`config.mk`:
```
export PLATFORM = sky130hd
export DESIGN_NAME = gsc_gating_seq
export DESIGN_NICKNAME = d
export VERILOG_FILES = /design/src/inc/gsc_pkg.sv /design/src/hw/gsc_gating_seq.sv
export SDC_FILE = /design/constraint.sdc
export NUM_CORES = 1
export LEC_CHECK = 0
export BUFFER_PORTS_ARGS = -buffer_cell sky130_fd_sc_hd__buf_4
export CAP_MARGIN = 10
export CORE_MARGIN = 1
export CORE_UTILIZATION = 35
export CTS_BUF_LIST = sky130_fd_sc_hd__clkbuf_8
export DETAILED_ROUTE_END_ITERATION = 7
export PLACE_DENSITY = 0.6
export SLEW_MARGIN = 20
export SYNTH_ARGS = -nofsm -noshare
export SYNTH_HDL_FRONTEND = slang
export SYNTH_SLANG_ARGS = --single-unit
```
`constraint.sdc`:
```
create_clock -name core_clk_i -period 7.8 [get_ports core_clk_i]
set_clock_uncertainty 0.2 [all_clocks]
set_input_delay 0.39 -clock core_clk_i [delete_from_list [all_inputs] [get_ports core_clk_i]]
set_output_delay 0.39 -clock core_clk_i [all_outputs]
set_load 0.03 [all_outputs]
```
`src/inc/gsc_pkg.sv`:
```
// Purpose: constants shared by the gating sequence controller
// Assumes: core clock of 100 MHz, APB register access
// Notes:   times keep their printed unit; cycle counts derive from them

package gsc_pkg;
   // ---------------------------------------------------------------
   // timing
   // ---------------------------------------------------------------
   localparam longint unsigned CLK_HZ        = 64'd100_000_000;
   localparam longint unsigned CYC_PER_MS    = CLK_HZ / 64'd1000;
   localparam longint unsigned FILTER_MS     = 64'd1000;
   localparam longint unsigned START_MS      = 64'd4000;
   localparam longint unsigned START_RED_MS  = 64'd3700;
   localparam longint unsigned TIMEOUT_MIN   = 64'd10;
   localparam longint unsigned HOLD_HOURS    = 64'd100;
   localparam longint unsigned FILTER_CYC    = FILTER_MS * CYC_PER_MS;
   localparam longint unsigned START_CYC     = START_MS * CYC_PER_MS;
   localparam longint unsigned START_RED_CYC = START_RED_MS * CYC_PER_MS;
   localparam longint unsigned TIMEOUT_CYC   =
      TIMEOUT_MIN * 64'd60_000 * CYC_PER_MS;
   localparam longint unsigned HOLD_CYC      =
      HOLD_HOURS * 64'd3_600_000 * CYC_PER_MS;
   localparam logic [7:0]      RESP_SHORT_MS = 8'h32;
   localparam logic [7:0]      RESP_LONG_MS  = 8'h64;
   // ---------------------------------------------------------------
   // beams and channels
   // ---------------------------------------------------------------
   localparam logic [7:0]      RED_TRIP_BEAMS = 8'h0B;
   localparam logic [1:0]      CHAN_ONE       = 2'h1;
   localparam logic [1:0]      CHAN_TWO       = 2'h2;
   // ---------------------------------------------------------------
   // register map
   // ---------------------------------------------------------------
   localparam logic [7:0]  STATUS_OFS   = 8'h00;
   localparam logic [7:0]  CTRL_OFS     = 8'h04;
   localparam int          ST_MODE_LSB  = 0;
   localparam int          ST_RED_BIT   = 3;
   localparam int          ST_CHAN_LSB  = 4;
   localparam int          ST_ACT_BIT   = 6;
   localparam int          ST_FI_BIT    = 7;
   localparam int          ST_OUT_BIT   = 8;
   localparam int          ST_LOCK_BIT  = 9;
   localparam int          ST_TMO_BIT   = 10;
   localparam int          ST_HOLD_BIT  = 11;
   localparam int          ST_RESP_LSB  = 16;
   localparam int          CT_RST_BIT   = 0;
   localparam int          CT_EN_BIT    = 1;
   localparam logic        CT_EN_RESET  = 1'b1;

   typedef enum logic [1:0] {
      GSC_LOCKED = 2'b00,
      GSC_IDLE   = 2'b01,
      GSC_ARMED  = 2'b10,
      GSC_GATING = 2'b11
   } gsc_state_e;
endpackage

```
`src/hw/gsc_gating_seq.sv`:
```
// Purpose: gating sequencer of a safety light curtain receiver
// Assumes: inputs synchronous to core_clk_i; mode bridge static
// Notes:   registers over APB, zero wait states

`timescale 1ns/1ps
`default_nettype none

module gsc_gating_seq
   import gsc_pkg::*;
#(
   parameter longint unsigned FILTER_CYC_P    = FILTER_CYC,
   parameter longint unsigned START_CYC_P     = START_CYC,
   parameter longint unsigned START_RED_CYC_P = START_RED_CYC,
   parameter longint unsigned TIMEOUT_CYC_P   = TIMEOUT_CYC,
   parameter longint unsigned HOLD_CYC_P      = HOLD_CYC,
   parameter int              TMR_W           = 48
) (
   input  wire logic        core_clk_i,        // core clock
   input  wire logic        rstn_i,            // async reset, low
   input  wire logic        ce_i,              // clock enable
   input  wire logic [2:0]  mode_bridge_i,     // wired mode number
   input  wire logic        process_gating_i,  // gating request
   input  wire logic        timeout_hold_i,    // timeout hold
   input  wire logic [7:0]  beam_run_i,        // longest broken run
   input  wire logic        psel_i,            // apb select
   input  wire logic        penable_i,         // apb enable
   input  wire logic        pwrite_i,          // apb write
   input  wire logic [7:0]  paddr_i,           // apb byte address
   input  wire logic [31:0] pwdata_i,          // apb write data
   output logic [31:0]      prdata_o,          // apb read data
   output logic             pready_o,          // apb ready
   output logic             pslverr_o,         // apb error
   output logic [1:0]       safety_output_pair_o, // both high = on
   output logic             gating_active_flag_o, // gating running
   output logic             field_interrupted_o,  // field violated
   output logic [6:0]       mode_display_o,    // segments g..a
   output logic [1:0]       tx_channel_o,      // channel number
   output logic             reduced_res_o      // reduced resolution
);

   // ---------------------------------------------------------------
   // elaboration checks
   // ---------------------------------------------------------------
   if (FILTER_CYC_P == 0 || START_CYC_P == 0 || START_RED_CYC_P == 0 ||
       TIMEOUT_CYC_P == 0 || HOLD_CYC_P == 0)
      $error("gsc_gating_seq: cycle counts must be nonzero");
   if (TMR_W > 64 || HOLD_CYC_P >= (64'd1 << TMR_W) ||
       TIMEOUT_CYC_P >= (64'd1 << TMR_W))
      $error("gsc_gating_seq: TMR_W too small for the timeouts");

   // ---------------------------------------------------------------
   // mode decode
   // ---------------------------------------------------------------
   function automatic logic mode_ok(input logic [2:0] m);
      mode_ok = (m >= 3'h1) && (m <= 3'h6);
   endfunction

   function automatic logic mode_red(input logic [2:0] m);
      mode_red = (m == 3'h1) || (m == 3'h4);
   endfunction

   function automatic logic [1:0] mode_chan(input logic [2:0] m);
      mode_chan = (m <= 3'h3) ? CHAN_TWO : CHAN_ONE;
   endfunction

   function automatic logic [7:0] mode_resp(input logic [2:0] m);
      mode_resp = (m == 3'h3 || m == 3'h6) ?
                  RESP_SHORT_MS : RESP_LONG_MS;
   endfunction

   function automatic logic [6:0] seg7(input logic [2:0] m);
      case (m)
         3'h1:    seg7 = 7'h06;
         3'h2:    seg7 = 7'h5B;
         3'h3:    seg7 = 7'h4F;
         3'h4:    seg7 = 7'h66;
         3'h5:    seg7 = 7'h6D;
         3'h6:    seg7 = 7'h7D;
         default: seg7 = 7'h40;
      endcase
   endfunction

   // ---------------------------------------------------------------
   // state
   // ---------------------------------------------------------------
   gsc_state_e          state_r,    state_nxt;
   logic [TMR_W-1:0]    tmr_r,      tmr_nxt;
   logic [TMR_W-1:0]    clr_r,      clr_nxt;
   logic                req_d_r,    req_d_nxt;
   logic                tmo_r,      tmo_nxt;
   logic                en_r,       en_nxt;
   logic                rst_cmd_r,  rst_cmd_nxt;
   logic [2:0]          mode_r,     mode_nxt;
   logic [31:0]         prdata_r,   prdata_nxt;
   logic                pready_r,   pready_nxt;
   logic                pslverr_r,  pslverr_nxt;
   logic [1:0]          out_r,      out_nxt;
   logic                act_r,      act_nxt;
   logic                fi_r,       fi_nxt;
   logic [6:0]          seg_r,      seg_nxt;
   logic [1:0]          chan_r,     chan_nxt;
   logic                red_r,      red_nxt;

   logic                fld_int;
   logic                req_rise;
   logic [TMR_W-1:0]    start_lim;
   logic [TMR_W-1:0]    gate_lim;
   logic                setup;
   logic                wr_acc;
   logic [31:0]         status_w;

   always_comb begin
      // field evaluation: reduced modes link beams, trip at 11
      fld_int   = mode_red(mode_r) ? (beam_run_i >= RED_TRIP_BEAMS)
                                   : (beam_run_i != 8'h00);
      req_rise  = process_gating_i && !req_d_r;
      start_lim = mode_red(mode_r) ? START_RED_CYC_P[TMR_W-1:0]
                                   : START_CYC_P[TMR_W-1:0];
      gate_lim  = timeout_hold_i ? HOLD_CYC_P[TMR_W-1:0]
                                 : TIMEOUT_CYC_P[TMR_W-1:0];
      setup     = psel_i && !penable_i;
      wr_acc    = psel_i && penable_i && pwrite_i && pready_r;
      status_w  = 32'h0000_0000;
      status_w[ST_MODE_LSB +: 3] = mode_r;
      status_w[ST_RED_BIT]       = red_r;
      status_w[ST_CHAN_LSB +: 2] = chan_r;
      status_w[ST_ACT_BIT]       = act_r;
      status_w[ST_FI_BIT]        = fi_r;
      status_w[ST_OUT_BIT]       = &out_r;
      status_w[ST_LOCK_BIT]      = (state_r == GSC_LOCKED);
      status_w[ST_TMO_BIT]       = tmo_r;
      status_w[ST_HOLD_BIT]      = timeout_hold_i;
      status_w[ST_RESP_LSB +: 8] = mode_resp(mode_r);

      state_nxt   = state_r;
      tmr_nxt     = tmr_r + {{(TMR_W-1){1'b0}}, 1'b1};
      clr_nxt     = {TMR_W{1'b0}};
      req_d_nxt   = process_gating_i;
      tmo_nxt     = tmo_r;
      en_nxt      = en_r;
      rst_cmd_nxt = 1'b0;
      mode_nxt    = mode_bridge_i;

      // ------------------------------------------------------------
      // apb slave: answer prepared in setup, shown in access
      // ------------------------------------------------------------
      pready_nxt  = setup;
      pslverr_nxt = setup && (paddr_i != STATUS_OFS) &&
                    (paddr_i != CTRL_OFS);
      prdata_nxt  = 32'h0000_0000;
      if (setup && !pwrite_i && paddr_i == STATUS_OFS) begin
         prdata_nxt = status_w;
      end else if (setup && !pwrite_i && paddr_i == CTRL_OFS) begin
         prdata_nxt[CT_EN_BIT] = en_r;
      end
      if (wr_acc && paddr_i == STATUS_OFS && pwdata_i[ST_TMO_BIT]) begin
         tmo_nxt = 1'b0;
      end
      if (wr_acc && paddr_i == CTRL_OFS) begin
         en_nxt      = pwdata_i[CT_EN_BIT];
         rst_cmd_nxt = pwdata_i[CT_RST_BIT];
      end

      // ------------------------------------------------------------
      // gating sequence
      // ------------------------------------------------------------
      case (state_r)
         GSC_LOCKED: begin
            // interlock holds until field clear and restart command
            if (rst_cmd_r && !fld_int && mode_ok(mode_r)) begin
               state_nxt = GSC_IDLE;
            end
         end
         GSC_IDLE: begin
            tmr_nxt = {TMR_W{1'b0}};
            if (fld_int) begin
               state_nxt = GSC_LOCKED;
            end else if (req_rise && en_r) begin
               state_nxt = GSC_ARMED;
            end
         end
         GSC_ARMED: begin
            if (!process_gating_i) begin
               state_nxt = GSC_IDLE;
            end else if (fld_int) begin
               state_nxt = GSC_GATING;
               tmr_nxt   = {TMR_W{1'b0}};
            end else if (tmr_r >= start_lim - 1'b1) begin
               // window missed: a fresh request edge is needed
               state_nxt = GSC_IDLE;
            end
         end
         GSC_GATING: begin
            clr_nxt = fld_int ? {TMR_W{1'b0}}
                              : clr_r + {{(TMR_W-1){1'b0}}, 1'b1};
            if (tmr_r >= gate_lim - 1'b1) begin
               state_nxt = GSC_LOCKED;
               tmo_nxt   = 1'b1;
            end else if (!process_gating_i) begin
               state_nxt = GSC_IDLE;
            end else if (clr_r >= FILTER_CYC_P[TMR_W-1:0]) begin
               state_nxt = GSC_IDLE;
            end
         end
         default: begin
            state_nxt = GSC_LOCKED;
         end
      endcase
      if (!mode_ok(mode_r)) begin
         state_nxt = GSC_LOCKED;
      end

      // outputs, all registered
      act_nxt  = (state_nxt == GSC_GATING);
      out_nxt  = (state_nxt == GSC_LOCKED) ? 2'b00 : 2'b11;
      fi_nxt   = fld_int;
      seg_nxt  = seg7(mode_r);
      chan_nxt = mode_chan(mode_r);
      red_nxt  = mode_red(mode_r);
   end

   always_ff @(posedge core_clk_i or negedge rstn_i) begin
      if (!rstn_i) begin
         state_r   <= GSC_LOCKED;
         tmr_r     <= {TMR_W{1'b0}};
         clr_r     <= {TMR_W{1'b0}};
         req_d_r   <= 1'b1;
         tmo_r     <= 1'b0;
         en_r      <= CT_EN_RESET;
         rst_cmd_r <= 1'b0;
         mode_r    <= 3'h0;
         prdata_r  <= 32'h0000_0000;
         pready_r  <= 1'b0;
         pslverr_r <= 1'b0;
         out_r     <= 2'b00;
         act_r     <= 1'b0;
         fi_r      <= 1'b0;
         seg_r     <= 7'h00;
         chan_r    <= 2'h0;
         red_r     <= 1'b0;
      end else if (ce_i) begin
         state_r   <= state_nxt;
         tmr_r     <= tmr_nxt;
         clr_r     <= clr_nxt;
         req_d_r   <= req_d_nxt;
         tmo_r     <= tmo_nxt;
         en_r      <= en_nxt;
         rst_cmd_r <= rst_cmd_nxt;
         mode_r    <= mode_nxt;
         prdata_r  <= prdata_nxt;
         pready_r  <= pready_nxt;
         pslverr_r <= pslverr_nxt;
         out_r     <= out_nxt;
         act_r     <= act_nxt;
         fi_r      <= fi_nxt;
         seg_r     <= seg_nxt;
         chan_r    <= chan_nxt;
         red_r     <= red_nxt;
      end
   end

   assign prdata_o             = prdata_r;
   assign pready_o             = pready_r;
   assign pslverr_o            = pslverr_r;
   assign safety_output_pair_o = out_r;
   assign gating_active_flag_o = act_r;
   assign field_interrupted_o  = fi_r;
   assign mode_display_o       = seg_r;
   assign tx_channel_o         = chan_r;
   assign reduced_res_o        = red_r;

endmodule

`default_nettype wire

```
Word level (Yosys, flattened, before mapping)
Cells that the tools add are included.

word-level totals
  register bits after elaboration = 153
  logic and storage cells = 101

operators by class
  magnitude comparators = 7
  multiplexer cells = 31
  reduce and logical (&&, ||, !) cells = 30
  add/sub/neg operators = 4
  equality and inequality tests = 12

operators by type and width
  cell                                                                 count
  two-way mux 48 bit                                                   4
  adder 48 x 1 -> 48 bit, second input constant                        2
  greater-or-equal comparator 48 bit                                   2
  one-hot mux 48 bit (2 select lines)                                  1
  greater-or-equal comparator 48 x 27 -> 1 bit, second input constant  1
  subtractor 46 x 1 -> 47 bit, second input constant                   1
  two-way mux 46 bit                                                   1
  one-hot mux 7 bit (6 select lines)                                   1
  subtractor 29 x 1 -> 30 bit, second input constant                   1
  two-way mux 25 bit                                                   1
  two-way mux 2 bit                                                    12
  two-way mux 21 bit                                                   1
  logical AND 1 bit                                                    17
  nonzero test 8 bit                                                   2
  equality test 3 bit, second input constant                           3
  equality test 8 x 3 -> 1 bit, second input constant                  1
  greater-or-equal comparator 8 x 4 -> 1 bit, second input constant    1
  zero test 8 bit                                                      1
  two-way mux 1 bit                                                    8
  != test 8 x 3 -> 1 bit, second input constant                        1
  one-hot mux 2 bit (4 select lines)                                   1
  two-way mux 7 bit                                                    1
  equality test 2 bit, second input constant                           3
  equality test 3 x 2 -> 1 bit, second input constant                  2
  other kinds (9)                                                      15

Depth between registers and ports, before layout
  word-level depth = 12
  depth in mapped cells = 11
  depth with buffers taken out = 11

Worst setup path after synthesis
Ideal clock, no wire load.

  path kind = register -> register
  from = register mode_r[2]
  to = register out_r[0] (netlist: safety_output_pair_o[0])
  slack = 4903 ps
  stages on the path, launching flop included = 12
  data required time = 7456 ps
  arrival = 2553 ps
  clock period less this slack = 2897 ps
  cells stage by stage = dfrtp_1 > xor2_1 > nor2b_1 > inv_1 > ha_1 > a41oi_1 > o31ai_1 > a21oi_1 > o2111ai_1 > o21a_1 > o21ai_0 > o311ai_1

between the ends
  word-level cells in the longest chain between the ends = 12
  elaborated cells between the ends (all ways) = 22

ends and longest elaborated chain
  what                                                                        line                   RTL
  start: declaration                                                          gsc_gating_seq.sv:93   logic [2:0] mode_r, mode_nxt;
  start signal: assignment                                                    gsc_gating_seq.sv:249  mode_r <= mode_nxt;
  equality test 3 x 1 -> 1 bit / equality test 3 bit (equally long branches)  n/a
  logical OR 1 bit (*)                                                        n/a
  named net red_nxt                                                           gsc_gating_seq.sv:102  logic red_r, red_nxt;
  two-way mux 25 bit                                                          gsc_gating_seq.sv:117  start_lim = mode_red(mode_r) ? START_RED_CYC_P[TMR_W-1:0]
  subtractor 29 x 1 -> 30 bit                                                 gsc_gating_seq.sv:188  end else if (tmr_r >= start_lim - 1'b1) begin
  greater-or-equal comparator 48 bit                                          gsc_gating_seq.sv:188
  two-way mux 2 bit                                                           gsc_gating_seq.sv:188
  two-way mux 2 bit                                                           gsc_gating_seq.sv:185  end else if (fld_int) begin
  two-way mux 2 bit                                                           gsc_gating_seq.sv:183  if (!process_gating_i) begin
  one-hot mux 2 bit (4 select lines) (*)                                      gsc_gating_seq.sv:167  case (state_r)
  two-way mux 2 bit (*)                                                       gsc_gating_seq.sv:209  if (!mode_ok(mode_r)) begin
  zero test 2 bit (*)                                                         gsc_gating_seq.sv:215  out_nxt = (state_nxt == GSC_LOCKED) ? 2'b00 : 2'b11;
  two-way mux 2 bit (*)                                                       gsc_gating_seq.sv:215
  end signal: assignment                                                      gsc_gating_seq.sv:253  out_r <= out_nxt;
  end: declaration                                                            gsc_gating_seq.sv:97   logic [1:0] out_r, out_nxt;

The timed path passes the listed nets; every way through them passes the cells marked *.
A chain may end at the register's enable or synchronous reset.

Final worst setup path
  from = register mode_r[2]
  to = register act_r (netlist: gating_active_flag_o)

between the ends
  word-level cells in the longest chain between the ends = 11
  elaborated cells between the ends (all ways) = 21

ends and longest elaborated chain
  what                                                                        line                   RTL
  equality test 3 x 1 -> 1 bit / equality test 3 bit (equally long branches)  n/a
  logical OR 1 bit (*)                                                        n/a
  named net red_nxt                                                           gsc_gating_seq.sv:102
  two-way mux 25 bit                                                          gsc_gating_seq.sv:117
  subtractor 29 x 1 -> 30 bit                                                 gsc_gating_seq.sv:188
  greater-or-equal comparator 48 bit                                          gsc_gating_seq.sv:188
  two-way mux 2 bit                                                           gsc_gating_seq.sv:188
  two-way mux 2 bit                                                           gsc_gating_seq.sv:185
  two-way mux 2 bit                                                           gsc_gating_seq.sv:183
  one-hot mux 2 bit (4 select lines) (*)                                      gsc_gating_seq.sv:167
  two-way mux 2 bit (*)                                                       gsc_gating_seq.sv:209
  equality test 2 bit (*)                                                     gsc_gating_seq.sv:214  act_nxt = (state_nxt == GSC_GATING);
  end signal: assignment                                                      gsc_gating_seq.sv:254  act_r <= act_nxt;
  end: declaration                                                            gsc_gating_seq.sv:98   logic act_r, act_nxt;

Marks and branches as above.

==> metrics.yaml <==
cts:
  post_cts_buffers: 0
  cts.repair.resized: 0
  tritoncts_num_sinks: 134
  cts-htree-levels: 4
  clkSlewWorstSetupHoldPaths_ns: 0.09
  cts_inserted_buffers: 17
  ctsLongestPathBuffers: 2
  tritoncts: "built"
  number_of_buffers_inserted_for_hold_repair_after_clock_tree_synthesis: 7
  clockRootBuffer: "sky130_fd_sc_hd__clkbuf_8"
  clkLatencyLatePin_ns: 0.46
layout:
  fin_nets: 1001
  footprint_of_the_multi_input_gates_mm2: 0.00405
  drive_gt1_share_pct: 13.6
  commonest_non_fill_non_tap_cell_in_the_layout: "sky130_fd_sc_hd__dfrtp_1"
  stdcell_count: 1201
  seqCellArea_mm2: 0.00336
  antenna_cells_inserted: 0
  layout.cells.most_common_list: "132 x sky130_fd_sc_hd__dfrtp_1, 83 x sky130_fd_sc_hd__o21ai_0, 82 x sky130_fd_sc_hd__nand2_1"
  synthToLayoutAreaGrowth_pct: 13.9
  fill_cells: 2150
synth:
  post_synth_inst_count: 859
  postSynthRegisterBits: 134
  syn-mean-instance-area_um2: 9.03
  yosysSeqAreaShare_pct: 43.3
  synth-edff-count: 0
  post_synth_num_cell_types: 62
  predominant_post_synthesis_flop_cell: "sky130_fd_sc_hd__dfrtp_1"
  synth_async_sr_flop_share_pct: 100
  syn_area_mm2: 0.00776
  ys.warnings.count: 0
global_routing:
  first_global_vias: 6082
  grt_util_all_layers_pct: 16.6
  gr-total-overflow: 0
  grt_first_pass_wirelength_um: 30100
  maximum_number_of_pins_on_one_net_before_global_route_repair: 71
  antenna_found_initial: 0
drt:
  route.detailed.vias_per_inst: 5.36
  detail_route.wl_per_cell_um: 14.8
  detail_route.first_pass.iterations: 5
  wirelength_um: 17800
  detail_route.iter0.violations: 347
  remaining_drc_errors: 0
  dr_total_vias: 6434
  drt.antenna.violating_nets: 0
power:
  p_leak_nw: 3.98
  power_density_mw_per_mm2: 183
  finalPower_mw: 1.62
  peak_supply_drop_v: 0.000107
timing:
  layout_setup_ws_ns: 3.95
  slew_headroom_pct: 33.0
  finalCriticalPeriod_ns: 3.85
  hold_viol: 0
  finalSetupViolations: 0
  setup-tns-final_ns: 0
  grt_setup_unrepaired: "false"
  fin_crit_sh_pct: 49.3
  clock.fmax_ghz: 0.260
  worst_slew_pin_slew_ns: 0.996
  report.final.slew_viol_count: 0
worst_setup_path:
  worst_path_largest_cell_delay_ns: 0.77
  timing.critical_path.required_ns: 7.90
  critical_path_class: "reg2reg"
  critical-path-slowest-cell: "sky130_fd_sc_hd__nor2b_1"
  worstPathCellList: "xor2_1 > nor2b_1 > inv_1 > ha_1 > a41oi_1 > o31ai_1 > a21oi_1 > o2111ai_1 > o21a_1 > o21ai_0 > o32ai_1"
  critical_path_buf_inv_count: 1
  critical_path_arrival_ns: 3.95
  regToRegSetupSlack_ns: 3.95
  critical_path.reg2reg.endpoint: "gating_active_flag_o"
  cpLargestDelayFamily: "compound AO/OA/AOI/OAI gates"
  crit_path_start_kind: "flop"
  timing.rr.start: "mode_r[2]"
  critical_path_peak_fanout: 12
  cp-end-kind: "flop"
  reg2regPathDepth: 11
min_path:
  hp-start: "timeout_hold_i"
  min_path_cells: 2
  worstHoldEndpoint: "prdata_o[11]"
  hold_path.class: "in2reg"
floorplanning:
  num_io_pins: 107
  fp.dieArea_mm2: 0.0228
  core-area_mm2: 0.0218
  die_height_um: 151
  placementRows: 54
  die_w_um: 151
  start_util_pct: 35.7
place:
  dp.cells: 1162
  detailedPlace.worstSlack_ns: 3.94
  gp_routability_congestion: 0.815
  dp_hpwl_um: 11700
  placement.io_buffers: 62
run_status:
  outcome: "complete, no violations"
job:
  number_of_max_cap_violations: 0
[sequential cells by signal (all words and copies together), names as in the netlist, 2 cells and up]
name            flops
clr_r              48
mode_display_o      6
mode_r              3
prdata_o           15
state_r             2
tmr_r              48
tx_channel_o        2
[power by group]
part	switching, mW	internal [mW]
registers	0.0327	0.722
logic	0.192	0.0992
clock network	0.332	0.241
total	0.557	1.06
[cell type report]
| class | instances | area share [%] |
|---|---|---|
| clock buffers | 17 | 2.65 |
| clock inverters | 15 | 1.76 |
| inverters | 30 | 1.27 |
| multi-input cells | 651 | 45.9 |
| flip-flops and latches | 134 | 38.0 |
| well taps | 280 | 3.96 |
| repair buffers | 74 | 6.53 |
[cells in the mapped netlist (all sizes together), types with 27 or more instances]
master | n | area [um2]
dfrtp | 132 | 3300
o21ai | 83 | 415
nand2 | 82 | 308
nor2 | 80 | 300
nand3 | 47 | 245
ha | 34 | 425
clkbuf | 33 | 124
inv | 30 | 113
xor2 | 29 | 254
nand4 | 28 | 175
a21oi | 27 | 135
[layer usage]
| layer | vias up | global-route usage, % | part of all wire [%] |
|---|---|---|---|
| met5 | - | 0 | 0 |
| li1 | 3213 | - | - |
| met1 | 3099 | 22.9 | 51 |
| met3 | 23 | 3.70 | 3.1 |
| met4 | 0 | 5.65 | 1.8 |
| met2 | 99 | 25.4 | 44 |
[how the worst max path moves through the flow]
stage / from / to / slack (ns) / cells past startpoint
after detailed placement: mode_r[2] / state_r[0] / 3.94 / 11
final: mode_r[2] / gating_active_flag_o / 3.95 / 11
after floorplan: mode_r[2] / safety_output_pair_o[0] / 4.90 / 11
after global routing: mode_r[2] / gating_active_flag_o / 3.50 / 11
after global placement: mode_r[2] / gating_active_flag_o / 4.00 / 11
after CTS: mode_r[2] / gating_active_flag_o / 3.93 / 11
[through the flow]
stage               hold slack, ns  instance area [um2]  utilization (%)
floorplan                   -0.106                 7810                -
global route                0.0148                 8840             40.6
detailed placement           0.232                 8380             38.5
global placement             0.228                 8380             38.5
CTS                        0.00356                 8840             40.6
finish                      0.0328                 8840             40.6
[cell families after synthesis]
| kind of cell | count (synthesis) | share of synthesized area, % |
|---|---|---|
| simple gates | 347 | 23.0 |
| compound gates | 202 | 16.5 |
| flops | 134 | 43.3 |
| buf+inv | 88 | 5.34 |
| xor+xnor | 42 | 4.74 |
| fa+ha+maj | 34 | 5.48 |
| mux | 11 | 1.55 |
| other cells | 1 | 0.0483 |
Note: power is estimated with default switching activity, not from simulation.
